--- config.mk ---
export PLATFORM = sky130hd
export DESIGN_NAME = rco_ref_clock_out
export DESIGN_NICKNAME = d
export VERILOG_FILES = /design/src/rtl/rco_pkg.sv /design/src/rtl/rco_ref_clock_out.sv
export SDC_FILE = /design/constraint.sdc
export NUM_CORES = 1
export LEC_CHECK = 0
export BUFFER_PORTS_ARGS = -buffer_cell sky130_fd_sc_hd__buf_2
export CORE_MARGIN = 10
export CORE_UTILIZATION = 48
export DETAILED_ROUTE_END_ITERATION = 7
export GPL_ROUTABILITY_DRIVEN = 0
export HOLD_SLACK_MARGIN = 0.15
export PLACE_DENSITY = 0.83
export SLEW_MARGIN = 25
export SYNTH_ARGS = -nofsm -noshare
export SYNTH_HDL_FRONTEND = slang
export SYNTH_SLANG_ARGS = --single-unit
--- constraint.sdc ---
create_clock -name i_clk -period 4.1 [get_ports i_clk]
set_clock_uncertainty 0.15 [all_clocks]
set_input_delay 1.025 -clock i_clk [delete_from_list [all_inputs] [get_ports i_clk]]
set_output_delay 1.025 -clock i_clk [all_outputs]
set_load 0.1 [all_outputs]
--- src/rtl/rco_pkg.sv ---
// Package with the register map and field layout of the reference clock output unit
package rco_pkg;
	// Register byte offset on the APB bus
	localparam logic [11:0] RCO_CTRL_OFS     = 12'h000;
	// Field positions inside the 16-bit control register
	localparam int          RCO_EN_BIT       = 15;
	localparam int          RCO_KEEP_BIT     = 13;
	localparam int          RCO_SEL_BIT      = 12;
	localparam int          RCO_DIV_MSB      = 11;
	localparam int          RCO_DIV_LSB      = 8;
	localparam int          RCO_DIV_W        = 4;
	// Width of the power-of-two prescaler, enough for the largest ratio
	localparam int          RCO_CNT_W        = 15;
	// Reset value of every implemented control bit
	localparam logic        RCO_BIT_RST      = 1'b0;
	localparam logic [3:0]  RCO_DIV_RST      = 4'h0;
	// Read data filler for unimplemented bits
	localparam logic [31:0] RCO_RD_ZERO      = 32'h0000_0000;
endpackage : rco_pkg

--- src/rtl/rco_ref_clock_out.sv ---
// Reference clock output divider with its APB control register
// Operation
// - Output enable bit 15 drives the divided reference clock onto the pin.
// - Four-bit divider field in bits 11:8 selects sixteen division ratios.
// - Codes 0001 to 1111 divide the base clock by two to the code.
// - Base select bit 12 set picks the primary oscillator, cleared the system clock.
// - Sleep-keep bit 13 set keeps output running in Sleep, cleared stops it.
// - Output runs in Sleep only with keep, base select and primary oscillator mode.
// - Base select cleared powers the primary oscillator down on Sleep entry.
// - Base select cleared makes the output follow system clock switches.
// - Output works in every oscillator configuration.
//
// Local design decisions: the placing of the registers and register access over APB.
`timescale 1ns/100ps
module rco_ref_clock_out
	import rco_pkg::*;
(
	input  wire logic        i_clk,
	input  wire logic        i_srst,
	input  wire logic        i_psel,
	input  wire logic        i_penable,
	input  wire logic        i_pwrite,
	input  wire logic [11:0] i_paddr,
	input  wire logic [31:0] i_pwdata,
	input  wire logic [3:0]  i_pstrb,
	output logic      [31:0] o_prdata,
	output logic             o_pready,
	output logic             o_pslverr,
	input  wire logic        i_osc_pin_in,
	input  wire logic        i_sys_clk_src,
	input  wire logic        i_sleep,
	input  wire logic        i_primary_mode,
	output logic             o_ref_clock_pin,
	output logic             o_ref_clock_pin_oe,
	output logic             o_osc_pin_out_pwrdn
);

	// Control register fields
	logic                 ref_out_enable_q;
	logic                 ref_sleep_keep_q;
	logic                 ref_base_select_q;
	logic [RCO_DIV_W-1:0] ref_divider_select_q;

	// Bus handshake state
	logic                 pready_q;
	logic                 pslverr_q;
	logic [31:0]          prdata_q;
	logic                 hit;
	logic                 wr_take;
	logic [31:0]          ctrl_rd;

	// Clock generation state
	logic                 base_lvl;
	logic                 base_prev_q;
	logic                 base_rise;
	logic                 sleep_hold;
	logic                 run;
	logic [RCO_CNT_W-1:0] cnt_q;
	logic [RCO_CNT_W-1:0] cnt_d;
	logic [RCO_DIV_W-1:0] div_m1;
	logic                 tap;
	logic                 out_q;
	logic                 oe_q;
	logic                 pwrdn_q;

	// Address decode and the edge at which a write lands
	assign hit     = (i_paddr == RCO_CTRL_OFS);
	assign wr_take = i_psel & i_penable & pready_q & i_pwrite & hit;

	// Read image; unimplemented bits stay zero
	always_comb begin
		ctrl_rd                          = RCO_RD_ZERO;
		ctrl_rd[RCO_EN_BIT]              = ref_out_enable_q;
		ctrl_rd[RCO_KEEP_BIT]            = ref_sleep_keep_q;
		ctrl_rd[RCO_SEL_BIT]             = ref_base_select_q;
		ctrl_rd[RCO_DIV_MSB:RCO_DIV_LSB] = ref_divider_select_q;
	end

	// Zero-wait answer: ready rises during the access phase, drops after it
	// Error and data are decided at setup so the access cycle needs no decode
	always_ff @(posedge i_clk) begin
		if (i_srst) begin
			pready_q  <= 1'b0;
			pslverr_q <= 1'b0;
			prdata_q  <= RCO_RD_ZERO;
		end else if (i_psel && !i_penable) begin
			pready_q  <= 1'b1;
			pslverr_q <= !hit;
			prdata_q  <= (hit && !i_pwrite) ? ctrl_rd : RCO_RD_ZERO;
		end else begin
			pready_q  <= 1'b0;
			pslverr_q <= 1'b0;
			prdata_q  <= RCO_RD_ZERO;
		end
	end

	// Control register; only byte lane 1 holds implemented bits
	always_ff @(posedge i_clk) begin
		if (i_srst) begin
			ref_out_enable_q     <= RCO_BIT_RST;
			ref_sleep_keep_q     <= RCO_BIT_RST;
			ref_base_select_q    <= RCO_BIT_RST;
			ref_divider_select_q <= RCO_DIV_RST;
		end else if (wr_take && i_pstrb[1]) begin
			ref_out_enable_q     <= i_pwdata[RCO_EN_BIT];
			ref_sleep_keep_q     <= i_pwdata[RCO_KEEP_BIT];
			ref_base_select_q    <= i_pwdata[RCO_SEL_BIT];
			ref_divider_select_q <= i_pwdata[RCO_DIV_MSB:RCO_DIV_LSB];
		end
	end

	// Base clock choice; with the system clock chosen, a clock switch shows at once
	assign base_lvl = ref_base_select_q ? i_osc_pin_in : i_sys_clk_src;

	// Sleep gating: only the kept primary oscillator survives Sleep
	assign sleep_hold = ref_sleep_keep_q & ref_base_select_q & i_primary_mode;
	// Awake, no oscillator mode is required
	assign run        = ref_out_enable_q & (!i_sleep | sleep_hold);

	// Edge of the base clock, sampled at the system rate
	// Limitation: a base clock at or above half of i_clk loses edges here
	assign base_rise = base_lvl & !base_prev_q;

	always_ff @(posedge i_clk) begin
		if (i_srst) begin
			base_prev_q <= 1'b0;
		end else begin
			base_prev_q <= base_lvl;
		end
	end

	// Prescaler counts base edges; cleared while stopped so restarts are clean
	always_comb begin
		cnt_d = cnt_q;
		if (!run) begin
			cnt_d = '0;
		end else if (base_rise) begin
			cnt_d = cnt_q + 1'b1;
		end
	end

	always_ff @(posedge i_clk) begin
		if (i_srst) begin
			cnt_q <= '0;
		end else begin
			cnt_q <= cnt_d;
		end
	end

	// Counter bit n-1 toggles every 2^(n-1) edges, a period of 2^n
	// Code zero has no counter bit; div_m1 wraps there and is not used
	assign div_m1 = ref_divider_select_q - 4'h1;
	assign tap    = (ref_divider_select_q == RCO_DIV_RST) ? base_lvl : cnt_q[div_m1];

	// Pin drive; the level is low whenever the output is stopped
	// Enable follows bit 15 alone, so the pin stays driven in Sleep but floats once the output is disabled
	always_ff @(posedge i_clk) begin
		if (i_srst) begin
			out_q <= 1'b0;
			oe_q  <= 1'b0;
		end else begin
			out_q <= run & tap;
			oe_q  <= ref_out_enable_q;
		end
	end

	// Primary oscillator power-down in Sleep unless the reference keeps it
	// Keep without base select does not hold the oscillator up
	always_ff @(posedge i_clk) begin
		if (i_srst) begin
			pwrdn_q <= 1'b0;
		end else begin
			pwrdn_q <= i_sleep & !(ref_sleep_keep_q & ref_base_select_q);
		end
	end

	assign o_prdata            = prdata_q;
	assign o_pready            = pready_q;
	assign o_pslverr           = pslverr_q;
	assign o_ref_clock_pin     = out_q;
	assign o_ref_clock_pin_oe  = oe_q;
	assign o_osc_pin_out_pwrdn = pwrdn_q;
endmodule : rco_ref_clock_out

==> impl_metrics.toml, run 1 <==
[detailed_routing]
drc = 0
wl_per_cell_um = 14.0
drt_iter0_markers = 81
final_antenna_net_count = 0
vias_per_cell = 5.16
vias = 1503
drtPass1Iterations = 4
totalWireLength_um = 4080

[synth]
yosysWarnings = 0
synth_most_common_cell = "dfxtp_1"
synth_area_sq_um = 1800
ys_top_cells_by_count = "dfxtp_1 (35), buf_4 (25), a21oi_1 (17)"
synth_top_cell_area_share_pct = 38.9
ys_seq_area_share_pct = 38.9
ys.flop_type = "dfxtp_1"
yosys-top-cells-area = "dfxtp_1 (39%), buf_4 (10%), a21oi_1 (4.7%), mux4_2 (3.8%), nand3_1 (3.3%)"
async_reset_ff_share_pct = 0
synth_cell_types = 37
ys_ff_latch = 35
synth_edf_count = 0
synth_top_area_cell = "dfxtp_1"
netlist_instances = 205
syn_avg_cell_area_sq_um = 8.78

[floorplan]
fp.dieH_um = 81.2
rows = 22
die_area_sq_um = 6600
die-width_um = 81.2
fp.coreArea_sq_um = 3630
ios = 94
start_util_pct = 49.6

[critical_path]
worstPathArrival_ps = 2620
critPathBufInv = 1
worstPathMaxFanout = 11
crit_required_ps = 4170
crit_type = "in -> reg"
slowest_stage = "or4_1"
max_stage_delay_ps = 700
critical-path-top-cell-by-count = "or4_1"
path_delay_family = "simple AND/OR/NAND/NOR gates"
cp-end-kind = "register"
crit_path_start_kind = "primary input"
crit_chain = "buf_2, mux2i_1, or4_1, or4_1, a21oi_1"

[layout]
nets = 302
multi_input_area_sq_um = 923
area_delta_synth_final_pct = 11.3
seqCellArea_sq_um = 701
n_fill_cell = 357
layout-drive-gt1-share_pct = 23.0
diodes = 0

[placed_design]
dpl_worst_slack_ps = 1270
port_buffers = 40
dp_hpwl_um = 3120

[global_routing]
grt_usage_pct = 12.3
antenna_found_initial = 0
grt_pass1_vias = 1466
grt_max_degree = 17
grt_overflow = 0
grt_pass1_wl_um = 6480

[sta]
setup_tns_ps = 0
tightest_slew_ps = 801
worst_slew_margin_rel_pct = 45.1
fin_crit_ps = 2540
timing.hold.ws_ps = 336
finalHoldViolCount = 0
fin_ws_ps = 1560
setup_violations = 0
layout_worst_path_cycle_share_pct = 62.1
fmax_ghz = 0.393
finalMaxSlewViolations = 0
rsz0062_at_grt = "false"

[clock_tree]
h-tree-depth = 2
clkSinkCount = 35
cts_root_buffer = "clkbuf_8"
numCtsBuffers = 5
cts_tree = "built"
clk_latency_ps = 290
clk_path_buf_depth = 2
post-cts-setup-buffer-count = 0
path_clk_slew_ps = 70
ctsResizeCount = 0
cts-hold-fix-buffers = 0

[min_path]
hold_class = "reg -> reg"

[power_and_ir_drop]
p_comb_share_pct = 18.6
leakagePower_nw = 0.797
sequentialPowerShare_pct = 47.8
p_sw_share_pct = 34.1
power_density_nw_per_um2 = 358
irDropWorstVdd_mv = 0.175
p_clk_share_pct = 33.6
internal_power_uw = 473
p_sw_uw = 245

[run]
drv_cap = 0

[status]
outcome = "finished, final reports clean"
## routing by layer
layer  vias to the layer above  track usage [%]  wire length [um]
li1                        755                -                 -
met1                       703             13.4              1620
met2                        37             20.9              2130
met3                         8             3.75               234
met4                         0             6.57                88
met5                         -                0                 0
## cells in the final DEF (no fill, tap or decap), types with 12 or more instances in the layout
cell type / count
nand3_1: 12
o21ai_0: 12
buf_2: 40
dfxtp_1: 35
conb_1: 25
a21oi_1: 17
nor2_1: 12
## registers in the layout, indices dropped and copies added, names as in the netlist
signal and cells:
ref_out_enable_q 1, o_ref_clock_pin_oe 1, ref_divider_select_q 4, ref_base_select_q 1, base_prev_q 1, ref_sleep_keep_q 1, o_pready 1, o_pslverr 1
o_osc_pin_out_pwrdn 1, o_prdata 7, cnt_q 15, o_ref_clock_pin 1
## worst paths after layout
| kind | startpoint | slack [ps] | depth (start not counted) | to |
|---|---|---|---|---|
| min | ref_out_enable_q$_SDFFE_PP0P_ | 340 | 1 | o_prdata[15]$_SDFF_PP0_ |
| min reg2reg | ref_out_enable_q$_SDFFE_PP0P_ | 340 | 1 | o_prdata[15]$_SDFF_PP0_ |
| max | i_osc_pin_in | 1560 | 5 | cnt_q[13]$_SDFFE_PP0P_ |
| max reg2reg | ref_divider_select_q[0]$_SDFFE_PP0P_ | 1740 | 6 | o_ref_clock_pin$_SDFF_PP0_ |
## power groups by stage
| stage | clock, mW | combinational, mW | sequential, mW |
|---|---|---|---|
| after floorplan | 0 | 0.126 | 0.359 |
| after global placement | 0 | 0.131 | 0.351 |
| after detailed placement | 0 | 0.132 | 0.351 |
| after CTS | 0.249 | 0.133 | 0.343 |
| after global routing | 0.257 | 0.137 | 0.343 |
| final | 0.241 | 0.134 | 0.343 |
## logic make-up (layout without fill, tap and decap cells)
logic type      count (synthesis)  in the layout  share of synthesized area, %
flops                          35             35                          38.9
buf+inv                        42             56                          14.8
mux                             7              7                          5.98
fa+ha+maj                       3              3                          2.09
compound gates                 39             39                          12.3
xor+xnor                        7              7                          3.41
simple gates                   71             71                          22.3
other cells                     1             25                         0.208
## stage by stage
step | std cells | power, mW | area [sq um] | util [%]
after floorplan | 229 | 0.486 | 1890 | -
after global placement | 283 | 0.482 | 1920 | 52.8
after detailed placement | 283 | 0.483 | 1920 | 52.8
after CTS | 291 | 0.724 | 2000 | 55.1
after global routing | 291 | 0.738 | 2000 | 55.1
final | 291 | 0.718 | 2000 | 55.1
## cell type report
class,count,share of cell area [%]
Multi-Input combinational cell,152,46.1
Sequential cell,35,35.0
Timing Repair Buffer,41,10.4
Clock buffer,6,3.62
Tap cell,48,3.00
Inverter,7,1.31
Clock inverter,2,0.625
No activity file was read; power rests on OpenSTA's default activity.
==> run 2: changes to the inputs <==
--- a/config.mk
+++ b/config.mk
@@ -7,11 +7,11 @@
 export LEC_CHECK = 0
 export BUFFER_PORTS_ARGS = -buffer_cell sky130_fd_sc_hd__buf_2
 export CORE_MARGIN = 10
-export CORE_UTILIZATION = 48
+export CORE_UTILIZATION = 45
 export DETAILED_ROUTE_END_ITERATION = 7
 export GPL_ROUTABILITY_DRIVEN = 0
 export HOLD_SLACK_MARGIN = 0.15
-export PLACE_DENSITY = 0.83
+export PLACE_DENSITY = 0.79
 export SLEW_MARGIN = 25
 export SYNTH_ARGS = -nofsm -noshare
 export SYNTH_HDL_FRONTEND = slang
==> constraint.sdc (replaced) <==
create_clock -name i_clk -period 2.45 [get_ports i_clk]
set_clock_uncertainty 0.15 [all_clocks]
set_input_delay 0.6125 -clock i_clk [delete_from_list [all_inputs] [get_ports i_clk]]
set_output_delay 0.6125 -clock i_clk [all_outputs]
set_load 0.1 [all_outputs]
==> run 2 against run 1 <==
  * Sequential power up 67%
  * Sequential share of layout area decreased by 0.43 points
  * Cell area rose by 1.2%
  * Flip-flop and latch count is the same
  * Global-route usage shrank 0.99 points
  * First-iteration DRC count increased by 84%
  * Clock power grew 71%
  * Critical path type is now reg -> reg
  * Highest routed layer unchanged
==> impl_metrics.toml, run 2 (synthesized netlist as in run 1, its figures left out) <==
[status]
outcome = "finished, final reports clean"

[global_routing]
grt_pass1_vias = 1435
grt_pass1_wl_um = 6560
grt_overflow = 0
antenna_found_initial = 0
grt_max_degree = 16
grt_usage_pct = 11.3

[sta]
tightest_slew_ps = 482
timing.hold.ws_ps = 322
fmax_ghz = 0.458
layout_worst_path_cycle_share_pct = 89.1
setup_violations = 0
rsz0062_at_grt = "false"
finalHoldViolCount = 0
finalMaxSlewViolations = 0
worst_slew_margin_rel_pct = 67.0
setup_tns_ps = 0
fin_crit_ps = 2180

[clock_tree]
post-cts-setup-buffer-count = 0
clk_path_buf_depth = 2
cts_root_buffer = "clkbuf_8"
numCtsBuffers = 5
clkSinkCount = 35
cts-hold-fix-buffers = 0
ctsResizeCount = 0
cts_tree = "built"
path_clk_slew_ps = 70
h-tree-depth = 2
clk_latency_ps = 280

[layout]
layout-drive-gt1-share_pct = 24.1
area_delta_synth_final_pct = 12.6
n_fill_cell = 349
layout_commonest_cell = "buf_2"
largest_register = "cnt_q"
largest_reg_flops = 15
final_core_util_pct = 53.8
fin_cells = 293
nets = 305
diodes = 0
final_cell_mix = "buf_2 (40), dfxtp_1 (35), conb_1 (25)"

[floorplan]
die_area_sq_um = 6930
die-width_um = 83.3
ios = 94
fp.coreArea_sq_um = 3770
fp.dieH_um = 83.3
start_util_pct = 47.7
rows = 22

[critical_path]
max_stage_delay_ps = 510
worstPathMaxFanout = 4
startpoint = "ref_divider_select_q[0]$_SDFFE_PP0P_"
crit_path_start_kind = "register"
worstPathArrival_ps = 2170
path_delay_family = "compound AO/OA/AOI/OAI gates"
crit_chain = "inv_1, ha_1, xor2_1, mux4_2, a21oi_1, a2111oi_0"
slowest_stage = "a2111oi_0"
crit_required_ps = 2430
cp-end-kind = "register"
critPathBufInv = 1
r2r-start = "ref_divider_select_q[0]$_SDFFE_PP0P_"
crit_type = "reg -> reg"
r2r_setup_slack_ps = 270

[min_path]
hold_class = "reg -> reg"
min-delay-start = "ref_sleep_keep_q$_SDFFE_PP0P_"

[placed_design]
place_inst = 286
dp_hpwl_um = 3150
port_buffers = 40

[detailed_routing]
drt_iter0_markers = 149
drc = 0
totalWireLength_um = 4010
vias_per_cell = 5.06
final_antenna_net_count = 0
wl_per_cell_um = 13.7
drtPass1Iterations = 4
vias = 1483

[power_and_ir_drop]
irDropWorstVdd_mv = 0.256
power_density_nw_per_um2 = 597
leakagePower_nw = 0.817

[run]
drv_cap = 0
==> run 2: cell count changes in the layout (fill, tap and decap cells not counted) <==
cell        before  now
clkbuf_8         5    6
buf_4            1    4
clkinvlp_4       1    0
clkbuf_1         1    0
==> run 2: path summary, 6_finish.rpt <==
check / to / cells after the start
max: o_ref_clock_pin$_SDFF_PP0_ / 6
min: o_osc_pin_out_pwrdn$_SDFF_PP0_ / 1
max reg2reg: o_ref_clock_pin$_SDFF_PP0_ / 6
min reg2reg: o_osc_pin_out_pwrdn$_SDFF_PP0_ / 1
==> run 2: per-layer routing <==
layer	up-vias	global-route usage, %	wire length, um
met2	48	18.1	1960
met1	667	13.0	1750
met4	0	5.54	43
met3	5	3.81	257
met5	-	0	0
li1	763	-	-
==> run 2: where the power goes <==
group	total, mW	internal [mW]	switching, mW
Sequential	0.574	0.572	0.00238
Clock	0.413	0.220	0.193
Combinational	0.224	0.0221	0.202
Total	1.21	0.814	0.397
==> run 2: through the flow <==
step                area [sq um]  power [mW]  setup slack (ps)
finish                      2030        1.21               266
global route                2030        1.25              89.2
CTS                         2030        1.22               237
detailed placement          1940       0.809               189
global placement            1940       0.809               219
floorplan                   1890       0.813               310
==> run 2: cell type report <==
| class | count | area, sq um | area share [%] |
|---|---|---|---|
| Timing Repair Buffer | 44 | 230 | 11.4 |
| Sequential cell | 35 | 701 | 34.5 |
| Clock inverter | 1 | 5.00 | 0.247 |
| Tap cell | 48 | 60.1 | 2.96 |
| Inverter | 7 | 26.3 | 1.30 |
| Clock buffer | 6 | 82.6 | 4.07 |
| Multi-Input combinational cell | 152 | 923 | 45.5 |
==> run 3: changes to the inputs <==
--- a/config.mk
+++ b/config.mk
@@ -6,6 +6,7 @@
 export NUM_CORES = 1
 export LEC_CHECK = 0
 export BUFFER_PORTS_ARGS = -buffer_cell sky130_fd_sc_hd__buf_2
+export CORE_ASPECT_RATIO = 1.75
 export CORE_MARGIN = 10
 export CORE_UTILIZATION = 45
 export DETAILED_ROUTE_END_ITERATION = 7
==> run 3 against run 2 <==
  * Routed wire length up 3.5%
  * Final cell count up 0.34%
  * Register-to-register slack improved by 110 ps
  * Sequential share of layout area decreased by 0.50 points
  * Largest cell class unchanged
==> impl_metrics.toml, run 3 (synthesized netlist as in run 1, its figures left out) <==
[layout]
area_delta_synth_final_pct = 14.3
diodes = 0
largest_reg_flops = 15
layout-drive-gt1-share_pct = 24.4
largest_register = "cnt_q"
final_cell_mix = "buf_2 (40), dfxtp_1 (35), conb_1 (25)"
layout_commonest_cell = "buf_2"
nets = 305
final_area_sq_um = 2060
fin_cells = 294

[critical_path]
slowest_stage = "a2111oi_0"
path_delay_family = "compound AO/OA/AOI/OAI gates"
crit_chain = "inv_1, ha_1, xor2_1, mux4_2, a21oi_1, a2111oi_0"
cp-end-kind = "register"
crit_type = "reg -> reg"
crit_required_ps = 2450
critPathBufInv = 1
r2r_setup_slack_ps = 380
max_stage_delay_ps = 440
reg2reg_depth = 6
worstPathMaxFanout = 4
crit_cells = 6
worstPathArrival_ps = 2070
crit_path_start_kind = "register"

[status]
outcome = "finished, final reports clean"

[placed_design]
place_inst = 286
port_buffers = 40
dpl-instance-area_sq_um = 1940
dp_hpwl_um = 3330

[detailed_routing]
route.met2.wl_um = 2270
wl_per_cell_um = 14.1
drtPass1Iterations = 4
wl_met3_um = 184
drt_iter0_markers = 15
drc = 0
met1_length_um = 1600
vias_per_cell = 5.13
final_antenna_net_count = 0
highest_layer = "met4"
totalWireLength_um = 4150
vias = 1507

[floorplan]
rows = 30
start_util_pct = 46.6
fp.dieH_um = 104
ios = 94
fp.coreArea_sq_um = 3870
die-width_um = 67.8
die_area_sq_um = 7030

[clock_tree]
clkSinkCount = 35
cts_root_buffer = "clkbuf_8"
numCtsBuffers = 5
cts-hold-fix-buffers = 0
clk_path_buf_depth = 2
clk_latency_ps = 290
path_clk_slew_ps = 70
cts_tree = "built"
ctsResizeCount = 0
h-tree-depth = 2
post-cts-setup-buffer-count = 0

[sta]
setup_tns_ps = 0
finalHoldViolCount = 0
rsz0062_at_grt = "false"
fmax_ghz = 0.482
fin_crit_ps = 2070
finalMaxSlewViolations = 0
setup_violations = 0
layout_worst_path_cycle_share_pct = 84.7

[global_routing]
grt_pass1_vias = 1579
grt_pass1_wl_um = 6870
grt_overflow = 0
antenna_found_initial = 0
grt_max_degree = 16
grt_usage_pct = 12.2

[power_and_ir_drop]
leakagePower_nw = 0.831
irDropWorstVdd_mv = 0.530
power_density_nw_per_um2 = 650

[min_path]
min_path_cells = 1
hold_class = "reg -> reg"

[run]
drv_cap = 0
==> run 3: cell count changes in the layout (fill, tap and decap cells not counted) <==
cell       change
bufinv_16      +1
==> run 3: per-stage QoR <==
stage	worst slack [ps]	util, %	total power [mW]	hold slack, ps
3_5_place_dp	144	50.2	0.810	314
5_1_grt	240	53.2	1.38	351
2_1_floorplan	310	-	0.813	286
3_3_place_gp	186	50.2	0.809	305
4_1_cts	357	53.2	1.35	333
6_report	376	53.2	1.34	343
==> run 3: cell type report <==
type	count	area, sq um
Fill cell	379	1810
Clock buffer	6	82.6
Inverter	7	26.3
Timing Repair Buffer	44	230
Tap cell	48	60.1
Multi-Input combinational cell	152	923
Clock inverter	2	35.0
Sequential cell	35	701
==> run 3: layer usage <==
layer | GRT usage, % | vias up
met2 | 21.7 | 40
met4 | 7.08 | 0
met3 | 2.70 | 5
li1 | - | 760
met5 | 0 | -
met1 | 12.2 | 702
==> run 3: power by group <==
part | internal [mW] | total (mW) | switching (mW)
Clock | 0.329 | 0.539 | 0.210
Sequential | 0.572 | 0.574 | 0.00253
Combinational | 0.0221 | 0.224 | 0.202
Total | 0.923 | 1.34 | 0.414
==> run 3: path summary, 6_finish.rpt <==
path / from / to
max: ref_divider_select_q[1]$_SDFFE_PP0P_ / o_ref_clock_pin$_SDFF_PP0_
min: ref_out_enable_q$_SDFFE_PP0P_ / o_prdata[15]$_SDFF_PP0_
max reg2reg: ref_divider_select_q[1]$_SDFFE_PP0P_ / o_ref_clock_pin$_SDFF_PP0_
min reg2reg: ref_out_enable_q$_SDFFE_PP0P_ / o_prdata[15]$_SDFF_PP0_
